===== src/pct_pkg.sv =====
package pct_pkg;
	// ************************************************************
	// register byte offsets
	// ************************************************************
	localparam logic [7:0] PCT_OFF_CMP_BASE = 8'h00; // compare value n at base + 4*(n-1)
	localparam logic [7:0] PCT_OFF_DELAY = 8'h20;
	localparam logic [7:0] PCT_OFF_ROUTE = 8'h24;
	localparam logic [7:0] PCT_OFF_EXP3 = 8'h28;
	localparam logic [7:0] PCT_OFF_EXP2 = 8'h2C;
	localparam logic [7:0] PCT_OFF_FLAGSEL = 8'h30;
	localparam logic [7:0] PCT_OFF_WIDTH = 8'h34;
	localparam logic [7:0] PCT_OFF_STATE = 8'h38;
	// ************************************************************
	// sizes and field positions
	// ************************************************************
	localparam int PCT_N_CMP = 8;
	localparam int PCT_N_TERM = 3;
	localparam int PCT_ROUTE_W = 4;
	localparam int PCT_EXP3_DISABLE_BIT = 10;
	localparam int PCT_EXP2_ACOFF_BIT = 8;
	localparam int PCT_EXP2_EXPAND_BIT = 15;
	localparam logic [3:0] PCT_ROUTE_NONE = 4'h0;
	localparam logic [15:0] PCT_SEL_RETRACT = 16'h0000;
	localparam logic [15:0] PCT_SEL_VLOOP = 16'h0001;
	localparam logic [15:0] PCT_SEL_CMPEN = 16'h0002;
	// ************************************************************
	// values after reset
	// ************************************************************
	localparam logic [31:0] PCT_RST_CMP = 32'h0000_0000;
	localparam logic [15:0] PCT_RST_DELAY = 16'h0000;
	localparam logic [31:0] PCT_RST_ROUTE = 32'h0000_0000;
	localparam logic [31:0] PCT_RST_EXP3 = 32'h0000_0000;
	localparam logic [15:0] PCT_RST_EXP2 = 16'h0000;
	localparam logic [15:0] PCT_RST_FLAGSEL = 16'h0000;
	localparam logic [15:0] PCT_RST_WIDTH = 16'h0001;
	// ************************************************************
	// timing
	// ************************************************************
	localparam int PCT_CLK_MHZ = 50;
	localparam int PCT_WIDTH_STEP_NS = 100000; // 0.1 ms
	localparam int PCT_TICK_CYCLES = (PCT_WIDTH_STEP_NS * PCT_CLK_MHZ) / 1000;
	localparam int PCT_DELAY_STEP_NS = 100; // 0.1 us
	localparam int PCT_SAMPLE_PERIOD_NS = 62500; // position sample period
	localparam int PCT_SAMPLE_STEPS = PCT_SAMPLE_PERIOD_NS / PCT_DELAY_STEP_NS;
endpackage


===== src/pct_cross_det.sv =====
`timescale 1ns/1ns
module pct_cross_det
	import pct_pkg::*;
(
	input wire logic clk,
	input wire logic rst,
	input wire logic sample,
	input wire logic [31:0] position,
	input wire logic [31:0] value,
	output logic hit
);
	typedef struct packed {
		logic seen;
		logic side_gt;
		logic at_eq;
		logic hit;
	} pct_cross_state_t;
	pct_cross_state_t q, d;
	logic eq, gt;

	// ************************************************************
	// relation tracking
	// ************************************************************
	assign eq = position == value;
	assign gt = $signed(position) > $signed(value);
	always_comb
	begin
		d = q;
		d.hit = 1'b0;
		if (sample)
		begin
			d.seen = 1'b1;
			if (eq)
			begin
				d.hit = q.seen && !q.at_eq;
				d.at_eq = 1'b1;
			end
			else
			begin
				d.hit = q.seen && !q.at_eq && (gt != q.side_gt);
				d.side_gt = gt;
				d.at_eq = 1'b0;
			end
		end
	end
	always_ff @(posedge clk or posedge rst)
	begin
		if (rst)
			q <= '0;
		else
			q <= d;
	end
	assign hit = q.hit;

	property p_cross;
		@(posedge clk) disable iff (rst)
		sample && q.seen && !q.at_eq && !eq && (gt != q.side_gt) |=> hit;
	endproperty
	a_cross: assert property (p_cross) else $error("missed crossing");
	property p_rest;
		@(posedge clk) disable iff (rst)
		sample && q.at_eq && eq |=> !hit;
	endproperty
	a_rest: assert property (p_rest) else $error("repeat pulse at rest");
endmodule


===== src/pct_pulse_timer.sv =====
`timescale 1ns/1ns
module pct_pulse_timer
	import pct_pkg::*;
#(
	parameter int TICK_CYCLES = PCT_TICK_CYCLES
)
(
	input wire logic clk,
	input wire logic rst,
	input wire logic clear,
	input wire logic start,
	input wire logic [15:0] width,
	output logic active
);
	typedef struct packed {
		logic [15:0] steps;
		logic [15:0] sub;
		logic active;
	} pct_timer_state_t;
	pct_timer_state_t q, d;

	// ************************************************************
	// pulse countdown in 0.1 ms steps
	// ************************************************************
	always_comb
	begin
		d = q;
		if (clear)
			d = '0;
		else if (start)
		begin
			d.steps = (width == 16'h0000) ? 16'h0001 : width;
			d.sub = 16'(TICK_CYCLES - 1);
			d.active = 1'b1;
		end
		else if (q.active)
		begin
			if (q.sub == 16'h0000)
			begin
				d.sub = 16'(TICK_CYCLES - 1);
				d.steps = q.steps - 16'h0001;
				d.active = q.steps != 16'h0001;
			end
			else
				d.sub = q.sub - 16'h0001;
		end
	end
	always_ff @(posedge clk or posedge rst)
	begin
		if (rst)
			q <= '0;
		else
			q <= d;
	end
	assign active = q.active;
endmodule


===== src/pct_top.sv =====
// How it works
// - eight signed 32-bit compare values are checked against actual position
// - signed 16-bit delay compensation in 0.1 us steps shifts the compared position
// - comparator n uses nibble n-1 of the routing word, comparator 8 bits 31..28
// - nibble 0 suppresses, 1 2 3 select trigger terminal one two three
// - several comparators may share one terminal, each one pulses it
// - expansion-three bit 10 low enables the function, high disables it
// - with bit 15 low, bit 8 picks motion-in-progress or mains-off
// - bit 15 chooses between bit 8 and the flag select register
// - flag select 0 retract, 1 virtual loop or feedback, 2 compare enabled
// - crossing a value either way, seen as a relation change, starts a pulse
// - a crossing during a pulse keeps it on and restarts full width
// - resting exactly on a value gives one pulse only
// - pulse width is programmed in 0.1 ms steps from 0.1 to 6553.5 ms
//
// Local design decisions: the APB interface to the registers and the register addresses.
`timescale 1ns/1ns
module pct_top
	import pct_pkg::*;
#(
	parameter int TICK_CYCLES = PCT_TICK_CYCLES
)
(
	input wire logic clk,
	input wire logic rst,
	input wire logic psel,
	input wire logic penable,
	input wire logic pwrite,
	input wire logic [7:0] paddr,
	input wire logic [31:0] pwdata,
	output logic [31:0] prdata,
	output logic pready,
	output logic pslverr,
	input wire logic [31:0] actual_position,
	input wire logic position_strobe,
	input wire logic motion_in_progress,
	input wire logic mains_off_flag,
	input wire logic retract_status,
	input wire logic virtual_loop_or_feedback_status,
	output logic trigger_terminal_one,
	output logic trigger_terminal_two,
	output logic trigger_terminal_three,
	output logic compare_function_enabled_status,
	output logic response_status_bit
);
	// ************************************************************
	// state
	// ************************************************************
	typedef struct packed {
		logic [PCT_N_CMP-1:0][31:0] cmp;
		logic [15:0] delay;
		logic [31:0] route;
		logic [31:0] exp3;
		logic [15:0] exp2;
		logic [15:0] flagsel;
		logic [15:0] width;
		logic [31:0] rdata;
		logic [31:0] pos_prev;
		logic pos_seen;
		logic [31:0] pos_comp;
		logic comp_strobe;
		logic status;
	} pct_top_state_t;
	pct_top_state_t q, d;

	logic cmp_en;
	logic mapped;
	logic access;
	logic [PCT_N_CMP-1:0] hit;
	logic [PCT_N_TERM-1:0] req;
	logic [PCT_N_TERM-1:0] active;

	// ************************************************************
	// bus decode
	// ************************************************************
	// zero-wait slave; unaligned or out-of-range words are errors
	assign access = psel && penable;
	assign mapped = (paddr[1:0] == 2'h0) && (paddr <= PCT_OFF_STATE);
	assign pready = 1'b1;
	assign pslverr = access && !mapped;
	assign prdata = q.rdata;

	assign cmp_en = !q.exp3[PCT_EXP3_DISABLE_BIT];
	assign compare_function_enabled_status = cmp_en;

	// ************************************************************
	// comparators
	// ************************************************************
	genvar gk;
	generate
		for (gk = 0; gk < PCT_N_CMP; gk++)
		begin : g_cmp
			pct_cross_det u_det (
				.clk(clk),
				.rst(rst),
				.sample(q.comp_strobe),
				.position(q.pos_comp),
				.value(q.cmp[gk]),
				.hit(hit[gk])
			);
		end
	endgenerate

	// ************************************************************
	// routing of hits to terminals
	// ************************************************************
	always_comb
	begin
		req = '0;
		for (int k = 0; k < PCT_N_CMP; k++)
		begin
			for (int t = 0; t < PCT_N_TERM; t++)
			begin
				if (hit[k] && (q.route[k*PCT_ROUTE_W +: PCT_ROUTE_W] == 4'(t + 1)))
					req[t] = 1'b1;
			end
		end
	end

	// ************************************************************
	// pulse timers
	// ************************************************************
	genvar gt;
	generate
		for (gt = 0; gt < PCT_N_TERM; gt++)
		begin : g_term
			pct_pulse_timer #(
				.TICK_CYCLES(TICK_CYCLES)
			) u_tmr (
				.clk(clk),
				.rst(rst),
				.clear(!cmp_en),
				.start(req[gt] && cmp_en),
				.width(q.width),
				.active(active[gt])
			);
		end
	endgenerate

	assign trigger_terminal_one = active[0];
	assign trigger_terminal_two = active[1];
	assign trigger_terminal_three = active[2];

	// ************************************************************
	// next state
	// ************************************************************
	always_comb
	begin
		logic signed [32:0] vel;
		logic signed [48:0] prod;
		logic signed [48:0] corr;
		vel = '0;
		prod = '0;
		corr = '0;
		d = q;
		d.comp_strobe = 1'b0;

		// register writes take effect at the access edge
		if (access && pwrite && mapped)
		begin
			case (paddr)
				PCT_OFF_DELAY: d.delay = pwdata[15:0];
				PCT_OFF_ROUTE: d.route = pwdata;
				PCT_OFF_EXP3: d.exp3 = pwdata;
				PCT_OFF_EXP2: d.exp2 = pwdata[15:0];
				PCT_OFF_FLAGSEL: d.flagsel = pwdata[15:0];
				PCT_OFF_WIDTH: d.width = pwdata[15:0];
				PCT_OFF_STATE: d.width = q.width; // read-only
				default: d.cmp[paddr[4:2]] = pwdata;
			endcase
		end

		// read data is captured in the setup cycle
		if (psel && !penable)
		begin
			d.rdata = '0;
			if (mapped)
			begin
				case (paddr)
					PCT_OFF_DELAY: d.rdata = {16'h0000, q.delay};
					PCT_OFF_ROUTE: d.rdata = q.route;
					PCT_OFF_EXP3: d.rdata = q.exp3;
					PCT_OFF_EXP2: d.rdata = {16'h0000, q.exp2};
					PCT_OFF_FLAGSEL: d.rdata = {16'h0000, q.flagsel};
					PCT_OFF_WIDTH: d.rdata = {16'h0000, q.width};
					PCT_OFF_STATE: d.rdata = {28'h0000000, active, cmp_en};
					default: d.rdata = q.cmp[paddr[4:2]];
				endcase
			end
		end

		if (position_strobe)
		begin
			if (q.pos_seen)
				vel = $signed({actual_position[31], actual_position}) - $signed({q.pos_prev[31], q.pos_prev});
			prod = vel * $signed(q.delay);
			corr = prod / PCT_SAMPLE_STEPS;
			d.pos_comp = actual_position + corr[31:0];
			d.pos_prev = actual_position;
			d.pos_seen = 1'b1;
			d.comp_strobe = 1'b1;
		end

		if (q.exp2[PCT_EXP2_EXPAND_BIT])
		begin
			case (q.flagsel)
				PCT_SEL_RETRACT: d.status = retract_status;
				PCT_SEL_VLOOP: d.status = virtual_loop_or_feedback_status;
				PCT_SEL_CMPEN: d.status = cmp_en;
				default: d.status = 1'b0;
			endcase
		end
		else
		begin
			d.status = q.exp2[PCT_EXP2_ACOFF_BIT] ? mains_off_flag : motion_in_progress;
		end
	end

	// ************************************************************
	// state register
	// ************************************************************
	always_ff @(posedge clk or posedge rst)
	begin
		if (rst)
		begin
			q <= '0;
			q.cmp <= {PCT_N_CMP{PCT_RST_CMP}};
			q.delay <= PCT_RST_DELAY;
			q.route <= PCT_RST_ROUTE;
			q.exp3 <= PCT_RST_EXP3;
			q.exp2 <= PCT_RST_EXP2;
			q.flagsel <= PCT_RST_FLAGSEL;
			q.width <= PCT_RST_WIDTH;
		end
		else
			q <= d;
	end
	assign response_status_bit = q.status;

	// ************************************************************
	// checks
	// ************************************************************
	property p_disable_quiet;
		@(posedge clk) disable iff (rst)
		!cmp_en |=> {trigger_terminal_one, trigger_terminal_two, trigger_terminal_three} == 3'h0;
	endproperty
	a_disable_quiet: assert property (p_disable_quiet) else $error("terminal active while disabled");

	property p_pulse_hold;
		@(posedge clk) disable iff (rst)
		req[0] && cmp_en ##1 cmp_en [*8] |-> trigger_terminal_one;
	endproperty
	a_pulse_hold: assert property (p_pulse_hold) else $error("pulse ended early");

	property p_rose_cause;
		@(posedge clk) disable iff (rst)
		$rose(trigger_terminal_two) |-> $past(req[1]);
	endproperty
	a_rose_cause: assert property (p_rose_cause) else $error("pulse without routed hit");

	property p_nibble_eight;
		@(posedge clk) disable iff (rst)
		hit[7] && cmp_en && (q.route[31:28] == 4'h3) |=> trigger_terminal_three;
	endproperty
	a_nibble_eight: assert property (p_nibble_eight) else $error("comparator 8 misrouted");

	property p_shared;
		@(posedge clk) disable iff (rst)
		hit[1] && !hit[0] && cmp_en && (q.route[7:0] == 8'h11) |=> trigger_terminal_one;
	endproperty
	a_shared: assert property (p_shared) else $error("shared terminal missed pulse");

	property p_status_motion;
		@(posedge clk) disable iff (rst)
		!q.exp2[15] && !q.exp2[8] |=> response_status_bit == $past(motion_in_progress);
	endproperty
	a_status_motion: assert property (p_status_motion) else $error("status not motion");

	property p_status_sel;
		@(posedge clk) disable iff (rst)
		q.exp2[15] && (q.flagsel == 16'h0002) |=> response_status_bit == $past(cmp_en);
	endproperty
	a_status_sel: assert property (p_status_sel) else $error("status not compare enable");

	property p_unmapped;
		@(posedge clk) disable iff (rst)
		psel && penable && (paddr == 8'h3C) |-> pslverr && pready;
	endproperty
	a_unmapped: assert property (p_unmapped) else $error("unmapped access not flagged");

	property p_route_write;
		@(posedge clk) disable iff (rst)
		access && pwrite && (paddr == PCT_OFF_ROUTE) |=> q.route == $past(pwdata);
	endproperty
	a_route_write: assert property (p_route_write) else $error("routing word not stored");

	property p_delay_store;
		@(posedge clk) disable iff (rst)
		access && pwrite && (paddr == PCT_OFF_DELAY) |=> q.delay == $past(pwdata[15:0]);
	endproperty
	a_delay_store: assert property (p_delay_store) else $error("delay amount not stored");

	property p_delay_zero;
		@(posedge clk) disable iff (rst)
		position_strobe && (q.delay == 16'h0000) |=> q.pos_comp == $past(actual_position);
	endproperty
	a_delay_zero: assert property (p_delay_zero) else $error("position shifted with zero delay");

	property p_suppress;
		@(posedge clk) disable iff (rst)
		q.route == 32'h0000_0000 |-> req == 3'h0;
	endproperty
	a_suppress: assert property (p_suppress) else $error("request with all outputs suppressed");

	property p_start_two;
		@(posedge clk) disable iff (rst)
		req[1] && cmp_en |=> trigger_terminal_two;
	endproperty
	a_start_two: assert property (p_start_two) else $error("crossing gave no pulse");

	property p_status_mains;
		@(posedge clk) disable iff (rst)
		!q.exp2[PCT_EXP2_EXPAND_BIT] && q.exp2[PCT_EXP2_ACOFF_BIT] |=> response_status_bit == $past(mains_off_flag);
	endproperty
	a_status_mains: assert property (p_status_mains) else $error("status not mains off");

	property p_status_retract;
		@(posedge clk) disable iff (rst)
		q.exp2[PCT_EXP2_EXPAND_BIT] && (q.flagsel == PCT_SEL_RETRACT) |=> response_status_bit == $past(retract_status);
	endproperty
	a_status_retract: assert property (p_status_retract) else $error("status not retract");

	property p_status_vloop;
		@(posedge clk) disable iff (rst)
		q.exp2[PCT_EXP2_EXPAND_BIT] && (q.flagsel == PCT_SEL_VLOOP) |=>
			response_status_bit == $past(virtual_loop_or_feedback_status);
	endproperty
	a_status_vloop: assert property (p_status_vloop) else $error("status not loop or feedback");
endmodule

===== config.mk =====
export PLATFORM = sky130hd
export DESIGN_NAME = pct_top
export DESIGN_NICKNAME = d
export VERILOG_FILES = /design/src/pct_pkg.sv /design/src/pct_cross_det.sv /design/src/pct_pulse_timer.sv /design/src/pct_top.sv
export SDC_FILE = /design/constraint.sdc
export NUM_CORES = 2
export LEC_CHECK = 0
export ABC_AREA = 1
export BUFFER_PORTS_ARGS = -buffer_cell sky130_fd_sc_hd__buf_2
export CAP_MARGIN = 20
export CORE_AREA = 2 2 365 367
export DETAILED_ROUTE_END_ITERATION = 10
export DIE_AREA = 0 0 367 369
export GPL_TIMING_DRIVEN = 1
export PLACE_DENSITY_LB_ADDON = 0.1
export SLEW_MARGIN = 20
export SYNTH_ARGS = -nofsm -noshare
export SYNTH_HDL_FRONTEND = slang
export SYNTH_SLANG_ARGS = --single-unit

===== constraint.sdc =====
create_clock -name clk -period 92.2 [get_ports clk]
set_clock_uncertainty 0.2 [all_clocks]
set_input_delay 4.61 -clock clk [delete_from_list [all_inputs] [get_ports clk]]
set_output_delay 4.61 -clock clk [all_outputs]
set_load 0.02 [all_outputs]

==> flow_summary.yaml <==
place:
  dpl.hpwl_um: 206000
  place_congestion: 1.00
  numPortBuffers: 119
  place_inst: 12500
  place_ws_ns: 35.26
clock_tree:
  cts_resized: 0
  cts_max_level: 3
  cts-buffers-inserted: 70
  post_cts_buffers: 0
  clkSinkCount: 607
  cts.path.max_buffers: 3
  cts_hold_buffers: 0
  clk_pin_slew_ns: 0.06
  clock_latency_ns: 0.69
  root_buffer: "clkbuf_16"
  cts_tree: "done"
global_routing:
  grt_pass1_vias: 70500
  grt-ovfl-total: 0
  grtUsageTotal: 0.379
  grt_start_max_net_pins: 150
  antenna_found_initial: 4
  grt_pass1_wl_um: 402000
timing:
  setup_viol: 0
  hold_viol_final: 0
  grt_setup_unrepaired: "no"
  tns_ns: 0
  max_clock_freq_ghz: 0.0177
  setup_ws_ns: 35.57
  maxSlewHeadroom: 0.244
  min_period_over_period: 0.614
  min_period_ns: 56.63
  whs_ns: 0.242
  drv_slew: 0
  tightestPinTransition_ns: 1.13
outcome:
  status: "finished, final reports clean"
synth:
  ys_top_cells_by_area: "dfrtp_1 (19%), fa_1 (13%), nand2_1 (11%)"
  postSynthCellCount: 10900
  ys.warnings.count: 0
  synth_seq_cells: 607
  synthTopCellsByCount: "nand2_1 (2350), inv_1 (1806), nor2_1 (865)"
  synth_cell_types: 100
  yosysMostFrequentCell: "nand2_1"
  synth_edf_count: 0
  synth_area_um2: 78300
  avgSynthCellArea_um2: 7.18
  ys_async_sr_fraction: 1.00
  syn_nets: 11900
  yosysSeqAreaShare: 0.194
  synth_top_area_frac: 0.194
  ys_dominant_reg_cell: "dfrtp_1"
  yosysTopAreaCell: "dfrtp_1"
job:
  cap_violations: 0
drt:
  drc: 0
  num_vias: 72700
  drt_wl_total_um: 258000
  dr.first_iter.drc_count: 6585
  avgRoutedWirePerCell_um: 20.4
  postRouteAntennaNets: 0
  first_pass_iters: 6
  via_per_inst: 5.75
critical_path:
  crit_path_start: "actual_position[0]"
  cpMostUsedCell: "nand2_1"
  critPathCapture: "q[33]"
  crit_fanout: 49
  r2r_start: "q[35]"
  worst_path_largest_cell_delay_ns: 0.83
  r2r_cells: 340
  cp-end-kind: "flop"
  worstSetupPathType: "primary input to flop"
  slowest_stage: "fa_1"
  required_ns: 92.57
  ff2ff_setup_slack_ns: 39.38
  cp-start-kind: "primary input"
  rr_endpoint: "q[33]"
  worstPathArrival_ns: 57.00
die:
  die-width_um: 367
  die_h_um: 369
  initial_core_util: 0.597
  core_area_um2: 131000
  num_io_pins: 121
  dieArea_um2: 135000
  rows: 133
min_path:
  hold_path.class: "flop to flop"
finish:
  drive_gt1_frac: 0.158
  area_delta_synth_final_pct: 4.78
  final_cell_count_no_fill: 12600
  final_nets: 11900
[metal layers]
metal,up-vias,share of wire,track usage
met3,597,0.083,0.0635
met2,2997,0.46,0.618
li1,34200,-,-
met1,34900,0.40,0.487
met4,6,0.055,0.187
met5,-,0.00018,0
[worst min path at each step]
| stage | slack, ns | cells after the start | startpoint | endpoint |
|---|---|---|---|---|
| 2_1_floorplan | 0.21 | 1 | g_cmp[6].u_det.q[1] | g_cmp[6].u_det.hit |
| 3_3_place_gp | 0.23 | 1 | g_cmp[4].u_det.q[1] | g_cmp[4].u_det.hit |
| 3_5_place_dp | 0.23 | 1 | g_cmp[4].u_det.q[1] | g_cmp[4].u_det.hit |
| 4_1_cts | 0.23 | 1 | g_cmp[4].u_det.q[1] | g_cmp[4].u_det.hit |
| 5_1_grt | 0.25 | 1 | g_cmp[4].u_det.q[1] | g_cmp[4].u_det.hit |
| 6_report | 0.24 | 1 | g_cmp[4].u_det.q[1] | g_cmp[4].u_det.hit |
[cells by family (layout without fill, tap and decap cells)]
kind of cell / after synthesis / in the layout / share of synthesized area
and+or+nand+nor: 5186 / 5186 / 0.336
AOI/OAI and AO/OA: 1604 / 1604 / 0.120
muxes: 3 / 3 / 0.000415
adders and majority gates: 950 / 950 / 0.200
other: 1 / 6 / 0.0000479
xor gates and xnor gates: 218 / 218 / 0.0252
buffers and inverters: 2339 / 2317 / 0.125
DFF: 607 / 607 / 0.194
[layout by cell type (no fill, tap or decap), types with 118 or more instances in the layout]
cell type,n
a21oi_1,311
buf_2,118
dfrtp_1,606
fa_1,502
ha_1,448
inv_1,1803
nand2_1,2345
nand2_2,498
nand2_4,272
nand3_1,511
nand4_1,145
nor2_1,863
nor2_2,150
o21ai_0,772
o22ai_1,167
xor2_1,166
[worst max-delay path, delay by kind of cell]
| kind | cells | cell delay, ns |
|---|---|---|
| buffers and inverters | 32 | 3.73 |
| adders and majority gates | 11 | 4.91 |
| and+or+nand+nor | 257 | 34.87 |
| xor gates and xnor gates | 3 | 0.93 |
| AOI/OAI and AO/OA | 39 | 7.73 |
[state kept, by name (all words and copies together), names as in the netlist]
signal,count
prdata,32
g_cmp.u_det.q,17
g_term.u_tmr.q,96
g_cmp.u_det.hit,8
g_term.u_tmr.active,3
response_status_bit,1
q,450
[cell type report]
cell class | instances | area (um^2)
Antenna cell | 5 | 12.5
Multi-Input combinational cell | 7962 | 53400
Tap cell | 1755 | 2200
Inverter | 2005 | 7730
Clock inverter | 28 | 357
Clock buffer | 95 | 1990
Timing Repair Buffer | 189 | 1180
Sequential cell | 607 | 15200
Fill cell | 12200 | 49100
[stage by stage]
stage                     cell area, um^2  utilization
final                               82100        0.626
after detailed placement            79600        0.607
after global placement              79600        0.607
after CTS                           82000        0.625
after floorplan                     78300            -
after global routing                82000        0.626
Power is not shown: default switching activity piles up to over one toggle a cycle in this logic, so the estimate is an artifact.
